### config.mk
export PLATFORM = sky130hd
export DESIGN_NAME = supply_supervisor
export DESIGN_NICKNAME = d
export VERILOG_FILES = /design/src/rtl/supervisor_pkg.sv /design/src/rtl/watchdog_if.sv /design/src/rtl/supply_supervisor.sv /design/src/rtl/watchdog_timer.sv
export SDC_FILE = /design/constraint.sdc
export NUM_CORES = 1
export LEC_CHECK = 0
export BUFFER_PORTS_ARGS = -buffer_cell sky130_fd_sc_hd__buf_4
export CAP_MARGIN = 25
export CORE_ASPECT_RATIO = 0.7
export CORE_MARGIN = 2
export CORE_UTILIZATION = 55
export DETAILED_ROUTE_END_ITERATION = 8
export GPL_TIMING_DRIVEN = 0
export HOLD_SLACK_MARGIN = 0.06
export PLACE_DENSITY = 0.7
export SLEW_MARGIN = 20
export SYNTH_ARGS = -nofsm -noshare
export SYNTH_HDL_FRONTEND = slang
export SYNTH_SLANG_ARGS = --single-unit
export TNS_END_PERCENT = 100
### constraint.sdc
create_clock -name clk -period 6.93 [get_ports clk]
set_input_delay 1.386 -clock clk [delete_from_list [all_inputs] [get_ports clk]]
set_output_delay 1.386 -clock clk [all_outputs]
set_load 0.01 [all_outputs]
### src/rtl/supervisor_pkg.sv
/*
 * Shared constants and types for the supply supervisor and its watchdog.
 * Assumes a single free-running 40 MHz timebase clock.
 */
`default_nettype none

package supervisor_pkg;

	// ****************************************
	// Timebase
	// ****************************************
	localparam int unsigned CLK_HZ = 40_000_000;
	localparam int unsigned CLK_PERIOD_NS = 25;
	localparam int unsigned CYC_PER_MS = CLK_HZ / 1000;

	// ****************************************
	// Timing figures
	// ****************************************
	localparam int unsigned RST_PULSE_MS = 200;
	localparam int unsigned RST_EXTEND_MS = 100;
	localparam int unsigned WD_TIMEOUT_MS = 1600;
	localparam int unsigned WD_MIN_MS = 1000;
	localparam int unsigned KICK_MIN_NS = 50;

	// Longest durations round down, least durations round up
	localparam int unsigned RST_PULSE_CYC = RST_PULSE_MS * CYC_PER_MS;
	localparam int unsigned RST_EXTEND_CYC = RST_EXTEND_MS * CYC_PER_MS;
	localparam int unsigned WD_TIMEOUT_CYC = WD_TIMEOUT_MS * CYC_PER_MS;
	localparam int unsigned WD_MIN_CYC = WD_MIN_MS * CYC_PER_MS;
	localparam int unsigned KICK_MIN_CYC = (KICK_MIN_NS + CLK_PERIOD_NS - 1) / CLK_PERIOD_NS;

	// ****************************************
	// Counter type
	// ****************************************
	localparam int unsigned CNT_W = 27;
	typedef logic [CNT_W-1:0] cnt_t;
	localparam cnt_t CNT_ZERO = 27'h0000000;
	localparam cnt_t CNT_ONE = 27'h0000001;

	// ****************************************
	// Reset values of outputs and synchronisers
	// ****************************************
	localparam logic RESET_N_INIT = 1'b0;
	localparam logic WDO_N_INIT = 1'b0;
	localparam logic PFO_N_INIT = 1'b1;
	localparam logic LOW_INIT = 1'b1;
	localparam logic MR_N_INIT = 1'b1;
	localparam logic TRI_INIT = 1'b1;
	localparam logic KICK_INIT = 1'b0;
	localparam logic PF_INIT = 1'b0;

endpackage

`default_nettype wire

### src/rtl/watchdog_if.sv
/*
 * Carrier between the supervisor top and its watchdog timer.
 * Assumes both ends run on the same clock.
 */
`default_nettype none

interface watchdog_if;
	logic hold_clear;
	logic kick_edge;
	logic expired;

	modport ctrl (output hold_clear, output kick_edge, input expired);
	modport timer (input hold_clear, input kick_edge, output expired);
endinterface

`default_nettype wire

### src/rtl/supply_supervisor.sv
/*
 * Supply supervisor: reset pulse generator, watchdog flag and power-fail flag.
 * Assumes a free-running 40 MHz clock; all level inputs arrive asynchronously
 * from analog comparators, a switch or another clock domain.
 */
// Function
// - After supply-low clears, hold reset low about 200 ms, then release.
// - Reset stays low as long as supply-low is active.
// - A supply dip during a reset pulse restarts the full 200 ms pulse count.
// - Watchdog flag goes low after 1.6 s without kick toggle.
// - Reset asserted or kick three-stated holds watchdog counter at zero.
// - Counter starts once reset released and kick driven.
// - Kick pulses of 50 ns count as toggles.
// - Supply-low forces watchdog flag low regardless of counter.
// - Floating kick disables counter; flag then shows low-line only.
// - Manual reset low asserts the reset output.
// - Power-fail flag low while sense reports below 1.2 V reference.
// - Each trigger, including manual reset release, yields a 200 ms pulse.
// - Watchdog flag stays low after timeout until counter cleared.
// - Watchdog flag returns high as soon as supply-low clears.
// - Every kick edge clears the watchdog counter.
`default_nettype none

module supply_supervisor
	import supervisor_pkg::*;
#(
	parameter cnt_t RST_PULSE_CYCLES = cnt_t'(supervisor_pkg::RST_PULSE_CYC),
	parameter cnt_t WD_TIMEOUT_CYCLES = cnt_t'(supervisor_pkg::WD_TIMEOUT_CYC)
)
(
	input wire logic clk, // 40 MHz timebase
	input wire logic sys_rst, // Async reset, active high
	input wire logic supply_low_in, // Supply below threshold, high active
	input wire logic manual_reset_n, // Manual reset, low active
	input wire logic watchdog_kick_in, // Kick line level
	input wire logic kick_tristate_in, // Kick line detected floating
	input wire logic powerfail_sense_in, // Sense below reference, high active
	output logic reset_n, // System reset, low active
	output logic watchdog_flag_out_n, // Timeout or low-line, low active
	output logic powerfail_flag_out_n // Power-fail warning, low active
);

	// ****************************************
	// Parameter checks
	// ****************************************
	generate
		if (RST_PULSE_CYCLES < CNT_ONE)
		begin : g_bad_rst
			$error("reset pulse count must be at least one");
		end
		if (WD_TIMEOUT_CYCLES < CNT_ONE)
		begin : g_bad_wd
			$error("watchdog timeout count must be at least one");
		end
		if (KICK_MIN_CYC < 1)
		begin : g_bad_kick
			$error("kick pulse must span a clock period");
		end
	endgenerate

	// ****************************************
	// State
	// ****************************************
	typedef struct packed
	{
		logic low_meta;
		logic low_sync;
		logic mr_meta;
		logic mr_sync;
		logic tri_meta;
		logic tri_sync;
		logic kick_meta;
		logic kick_sync;
		logic kick_prev;
		logic pf_meta;
		logic pf_sync;
		cnt_t rst_cnt;
		logic reset_n;
		logic wdo_n;
		logic pfo_n;
	} sup_state_t;

	localparam sup_state_t SUP_INIT = '{
		low_meta: LOW_INIT,
		low_sync: LOW_INIT,
		mr_meta: MR_N_INIT,
		mr_sync: MR_N_INIT,
		tri_meta: TRI_INIT,
		tri_sync: TRI_INIT,
		kick_meta: KICK_INIT,
		kick_sync: KICK_INIT,
		kick_prev: KICK_INIT,
		pf_meta: PF_INIT,
		pf_sync: PF_INIT,
		rst_cnt: CNT_ZERO,
		reset_n: RESET_N_INIT,
		wdo_n: WDO_N_INIT,
		pfo_n: PFO_N_INIT
	};

	sup_state_t q, d;
	logic trigger;

	watchdog_if wd ();

	// ****************************************
	// Watchdog timer
	// ****************************************
	watchdog_timer #(
		.TIMEOUT_CYCLES(WD_TIMEOUT_CYCLES)
	) u_watchdog (
		.clk(clk),
		.sys_rst(sys_rst),
		.wd(wd)
	);

	assign wd.hold_clear = ~q.reset_n | q.tri_sync;
	// any edge on the kick line
	assign wd.kick_edge = q.kick_sync ^ q.kick_prev;

	// ****************************************
	// Next state
	// ****************************************
	always_comb
	begin
		d = q;

		d.low_meta = supply_low_in;
		d.low_sync = q.low_meta;
		d.mr_meta = manual_reset_n;
		d.mr_sync = q.mr_meta;
		d.tri_meta = kick_tristate_in;
		d.tri_sync = q.tri_meta;
		// every sample kept, a two-cycle pulse is seen
		d.kick_meta = watchdog_kick_in;
		d.kick_sync = q.kick_meta;
		d.kick_prev = q.kick_sync;
		d.pf_meta = powerfail_sense_in;
		d.pf_sync = q.pf_meta;

		trigger = q.low_sync | ~q.mr_sync;

		if (trigger)
		begin
			d.rst_cnt = RST_PULSE_CYCLES;
			d.reset_n = 1'b0;
		end
		else if (q.rst_cnt != CNT_ZERO)
		begin
			d.rst_cnt = q.rst_cnt - CNT_ONE;
			d.reset_n = 1'b0;
		end
		else
		begin
			d.reset_n = 1'b1;
		end

		// flag high as soon as low clears
		d.wdo_n = ~(q.low_sync | wd.expired);

		d.pfo_n = ~q.pf_sync;
	end

	// ****************************************
	// Registers
	// ****************************************
	// all intervals on this clock
	always_ff @(posedge clk or posedge sys_rst)
	begin
		if (sys_rst)
		begin
			q <= SUP_INIT;
		end
		else
		begin
			q <= d;
		end
	end

	assign reset_n = q.reset_n;
	assign watchdog_flag_out_n = q.wdo_n;
	assign powerfail_flag_out_n = q.pfo_n;

endmodule

`default_nettype wire

### src/rtl/watchdog_timer.sv
/*
 * Watchdog timeout counter: counts clock cycles since the last clear.
 * Assumes kick edges and hold come from synchronised logic on clk.
 */
`default_nettype none

module watchdog_timer
	import supervisor_pkg::*;
#(
	parameter cnt_t TIMEOUT_CYCLES = cnt_t'(supervisor_pkg::WD_TIMEOUT_CYC)
)
(
	input wire logic clk, // Timebase clock
	input wire logic sys_rst, // Async reset, active high
	watchdog_if.timer wd // Hold, kick and expiry
);

	// ****************************************
	// State
	// ****************************************
	typedef struct packed
	{
		cnt_t cnt;
		logic expired;
	} wd_state_t;

	localparam wd_state_t WD_INIT = '{cnt: CNT_ZERO, expired: 1'b0};

	wd_state_t q, d;

	// ****************************************
	// Parameter checks
	// ****************************************
	// A zero count would run the counter up to its all-ones maximum before expiring
	generate
		if (TIMEOUT_CYCLES < CNT_ONE)
		begin : g_bad_timeout
			$error("watchdog timeout count must be at least one");
		end
	endgenerate

	// ****************************************
	// Next state
	// ****************************************
	always_comb
	begin
		d = q;
		if (wd.hold_clear)
		begin
			d.cnt = CNT_ZERO;
			d.expired = 1'b0;
		end
		else if (wd.kick_edge)
		begin
			d.cnt = CNT_ZERO;
			d.expired = 1'b0;
		end
		else if (!q.expired)
		begin
			if (q.cnt == TIMEOUT_CYCLES - CNT_ONE)
			begin
				d.expired = 1'b1;
			end
			else
			begin
				d.cnt = q.cnt + CNT_ONE;
			end
		end
	end

	always_ff @(posedge clk or posedge sys_rst)
	begin
		if (sys_rst)
		begin
			q <= WD_INIT;
		end
		else
		begin
			q <= d;
		end
	end

	assign wd.expired = q.expired;

endmodule

`default_nettype wire
== Word level (Yosys, flattened, before mapping) ==
Cells that the tools add are included.
Widths: inputs -> output; s select.
Storage, ports and cells
  flip-flop bits (word level): 69
  input port bits: 7
  output and inout bits: 3
  logic and storage cells: 41
Cells by class
  add/subtract/negate cells: 2
  equal/unequal tests: 3
  mux-type cells: 8
  bitwise gates (word level): 8
  reduce and logical (&&, ||, !) cells: 3
Operators by type and width (number)
  $mux 28: 4
  $mux 27: 2
  $add 27x1->27 const B: 1
  $eq 27x26->1 const B: 1
  $reduce_bool 27->1: 1
  $sub 27x1->27 const B: 1
  $ne 3x1->1 const B: 2
  $not 1->1: 4
  $or 1x1->1: 3
  $mux 1: 2
  $reduce_and 2->1: 1
  $reduce_bool 2->1: 1
  $xor 1x1->1: 1

== Logic depth before layout (Yosys ltp) ==
  depth after elaboration: 5
  depth in mapped cells: 8
  depth with buffers taken out: 7

== Modules after synthesis ==
Synthesis repeated with hierarchy kept, for this count alone.
Unflattened totals
  cells, all modules: 336
  area total of the unflattened synthesis: 3422.0 um^2
Modules (own cells, without submodules)
  supply_supervisor: times used 1, cells an instance 171, area each 1830.5 um^2, seq. area each 1034.7 um^2
  watchdog_timer: times used 1, cells an instance 165, area each 1591.5 um^2, seq. area each 700.7 um^2

== Least setup slack after synthesis ==
Ideal clock, no wire load.
  path type: register -> register
  start point: register q[11] (netlist bit)
  end point: register q[15] (netlist bit)
  library setup time: 0.133 ns
  data arrival time: 2.181 ns
  required time: 6.797 ns
  setup slack: 4.616 ns
  stages on the path, launching flop included: 8
  buffers on the path: 2
  clock period less this slack: 2.314 ns
  cell sequence: dfrtp_1 or4_4 buf_6 or4_4 buf_6 o311a_1 xnor2_1 nand2_1
On the way
  word-level cells in the longest chain between the ends: 3
  elaborated cells on any way between the ends: 5
  those cells by class: 1 x add/sub; 2 x mux; 2 x reduce/logical
Ends and longest elaborated chain
  from (decl): line supply_supervisor.sv:101  | sup_state_t q, d;
  from (signal assigned): line supply_supervisor.sv:172  | q <= SUP_INIT;
  from (signal assigned): line supply_supervisor.sv:176  | q <= d;
  $sub 27x1->27: line supply_supervisor.sv:150  | d.rst_cnt = q.rst_cnt - CNT_ONE;
  $mux 27: line supply_supervisor.sv:148  | else if (q.rst_cnt != CNT_ZERO)
  $mux 28: line supply_supervisor.sv:143  | if (trigger)
Parallel ways exist; a longest one is shown, timed or not. The select of a mux whose other input is x is not followed.
A chain may end at the register's enable or synchronous reset.

== Final worst setup path ==
  start point: register q[11] (netlist bit)
  end point: register q[12] (netlist bit)
Same word-level chain as after synthesis.

==> metrics.cfg <==
[synth]
synth_cell_type_count = 47
synth_simple_gate_area_frac = 0.252
syn_inst = 324
synth_flop_cell = dfrtp_1
netlist_area_um2 = 3340
ys_seq_area_frac = 0.520
synth-compound-area-share = 0.0791
synthMuxAreaShare = 0.00899
synth-xor-area-share = 0.105
synth_top_family_by_area = simple AND/OR/NAND/NOR gates
synthAdderAreaFrac = 0.00749
async_reset_ff_frac = 1.00
syn_nets = 333
ys_ff_latch = 69
postSynthAreaPerCell_um2 = 10.3
synth_edf_count = 0
yosys_warnings = 0

[setup_path]
worstSetupPathType = reg2reg
startpoint_type = register
rrSetupSlack_ns = 4.31
end_kind = register
crit_arrival_ns = 2.83
path_cells = or4_4 > buf_6 > nor4_2 > clkbuf_1 > a21boi_0 > xnor2_1 > nand2_1
required_ns = 7.14
cp_top_family = simple AND/OR/NAND/NOR gates
cp_max_fo = 10
slowest_delay_ns = 0.54
path_buf_inv = 2
cp_slowest_cell = or4_4

[sta]
fin_skew_ns = 0.0104
rsz0062_at_grt = false
fmax_ghz = 0.381
slew_headroom = 0.453
setup_ws_ns = 4.31
period_needed_ns = 2.62
worstMarginPinSlew_ns = 0.813
hold_viol_final = 0
drv_slew = 0
setup_viol = 0
finalCritPeriodShare = 0.378
setup_tns_ns = 0

[placement]
place_congestion = 0.819
pre_cts_ws_ns = 4.35
place_hpwl_um = 4380
io_buffers = 9
place_inst = 409

[clocking]
clk_transition_reported_paths_ns = 0.08
cts-hold-fix-buffers = 0
clock-sinks = 69
ctsResizeCount = 0
clock-root-buffer = clkbuf_8
cts_max_level = 3
cts_setup_buffers = 0
tritoncts = done
cts_buffers = 9
cts_buffer_depth = 2
insertion_delay_ns = 0.34

[routing]
firstDrtPassIters = 5
wl_per_cell_um = 15.0
route.met2.wl_um = 2620
vias = 2472
drt_iter0_drc = 161
highest_layer = met4
post-route-drc-count = 0
antenna_left = 0
routed_wl_um = 6390
vias_per_cell = 5.82
wl_met3_um = 301
m1WireLength_um = 3430

[power_and_ir_drop]
p_sw_mw = 0.196
p_leak_nw = 1.48
powerDensity_nw_per_um2 = 224
power_frac_seq = 0.501
combPwrFrac = 0.077
switching_share = 0.233
power_mw = 0.839
ir_drop_mv = 0.156
clkPwrFrac = 0.422
p_int_mw = 0.643

[floorplanning]
core_um2 = 5780
std_cell_rows = 23
start_util = 0.577
fp.dieH_um = 69.2
fp.dieW_um = 97.1
die_area_um2 = 6720
io-pin-count = 10

[layout]
multi_input_area_um2 = 1510
final_nets = 354
antenna_cells = 0
regArea_um2 = 1740
fillers = 448
area_delta_synth_final_pct = 12.2
final_cell_count_no_fill = 425
layout-drive-gt1-share = 0.131

[global_routing]
grt-ovfl-total = 0
grt_pass1_wl_um = 11000
grt_util_all_layers = 0.206
grt_max_degree = 52
antenna_found_initial = 0
grt_pass1_vias = 2216

[run]
drv_cap = 0

[min_path]
hold_path.class = reg2reg

[run_status]
status = finished, final reports clean

==> metrics by stage <==
stage	cell area [µm²]	hold slack, ns	util
finish	3750	0.345	0.648
global route	3750	0.360	0.648
CTS	3750	0.352	0.648
detailed placement	3530	0.340	0.610
global placement	3500	0.337	0.605
floorplan	3340	0.331	-
==> cell families (layout without fill, tap and decap cells) <==
kind of cell | after synthesis | after routing
muxes | 3 | 3
xor gates and xnor gates | 40 | 40
DFF | 69 | 69
AOI/OAI and AO/OA | 38 | 38
adders and majority gates | 2 | 2
buffers and inverters | 21 | 47
and+or+nand+nor | 151 | 151
==> cells in the final DEF (no fill, tap or decap), types with 4 or more instances in the layout <==
cell type and count:
nand2b_1 4, dfrtp_1 62, buf_4 9, nand3_1 14, o21ai_1 4, a211oi_1 6, nor3_1 6, nor4_2 5
nand4_1 9, xor2_1 20, and3_1 7, dfstp_2 7, clkbuf_1 12, nor4_1 6, nand2_1 15, xnor2_1 20
or4_1 8, inv_1 6, clkbuf_8 9, a21oi_1 9, nor4b_1 4, nor2_1 52
==> final timing paths <==
kind / end / cells after the start / from
setup / recovery: q[12] / 7 / q[11]
hold / removal: powerfail_flag_out_n / 1 / q[30]
setup reg to reg: q[12] / 7 / q[11]
hold reg to reg: powerfail_flag_out_n / 1 / q[30]
max in group asynchronous: d[39] / 3 / sys_rst
min in group asynchronous: q[9] / 2 / sys_rst
==> final cells by class <==
class                           count  area share
Tap cell                           75      0.0251
Sequential cell                    69       0.463
Buffer                             14      0.0180
Timing Repair Buffer               10      0.0254
Clock inverter                      6      0.0234
Multi-Input combinational cell    234       0.403
Inverter                            7     0.00768
Clock buffer                       10      0.0341
==> registers in the layout, summed over array words and instances, names as in the netlist <==
register               cells
d                          6
q                         32
powerfail_flag_out_n       1
reset_n                    1
watchdog_flag_out_n        1
u_watchdog.wd.expired      1
u_watchdog.q              27
==> cell usage after synthesis (2+ instances only) <==
| cell type | n | area [µm²] |
|---|---|---|
| dfstp_2 | 7 | 184 |
| nor4b_1 | 4 | 35.0 |
| and3_1 | 7 | 43.8 |
| nor3_1 | 6 | 30.0 |
| nand4b_1 | 2 | 17.5 |
| or4_4 | 3 | 33.8 |
| clkbuf_1 | 11 | 41.3 |
| and4_1 | 3 | 26.3 |
| nand2b_1 | 4 | 25.0 |
| a311oi_1 | 2 | 17.5 |
| o21ai_1 | 4 | 20.0 |
| xor2_1 | 20 | 175 |
| and2_1 | 2 | 12.5 |
| nor4_2 | 5 | 62.6 |
| buf_6 | 2 | 22.5 |
| o21ai_0 | 3 | 15.0 |
| or4_1 | 8 | 60.1 |
| a41o_1 | 2 | 20.0 |
| dfrtp_1 | 62 | 1550 |
| nand3_1 | 14 | 70.1 |
| nand2_1 | 15 | 56.3 |
| nand4_1 | 9 | 56.3 |
| inv_1 | 7 | 26.3 |
| mux2i_1 | 3 | 30.0 |
| a211oi_1 | 6 | 45.0 |
| nand3b_1 | 2 | 15.0 |
| a21boi_0 | 2 | 15.0 |
| a21oi_1 | 9 | 45.0 |
| a2111oi_0 | 3 | 26.3 |
| nor2_1 | 52 | 195 |
| ha_1 | 2 | 25.0 |
| or3_1 | 2 | 12.5 |
| nor4_1 | 6 | 37.5 |
| xnor2_1 | 20 | 175 |
| nor3b_1 | 3 | 22.5 |
==> power by group through the flow <==
stage | clock network [mW] | logic [mW] | registers, mW
final | 0.354 | 0.0647 | 0.420
after global routing | 0.381 | 0.0723 | 0.421
after CTS | 0.362 | 0.0649 | 0.420
after detailed placement | 0 | 0.0646 | 0.428
after global placement | 0 | 0.0617 | 0.428
after floorplan | 0 | 0.0479 | 0.426
==> metal layers <==
metal | up-vias | GRT usage
met5 | - | 0
met3 | 8 | 0.0605
met1 | 1207 | 0.334
met2 | 53 | 0.258
met4 | 0 | 0.0673
li1 | 1204 | -
Power figures use the tool's default switching activity.
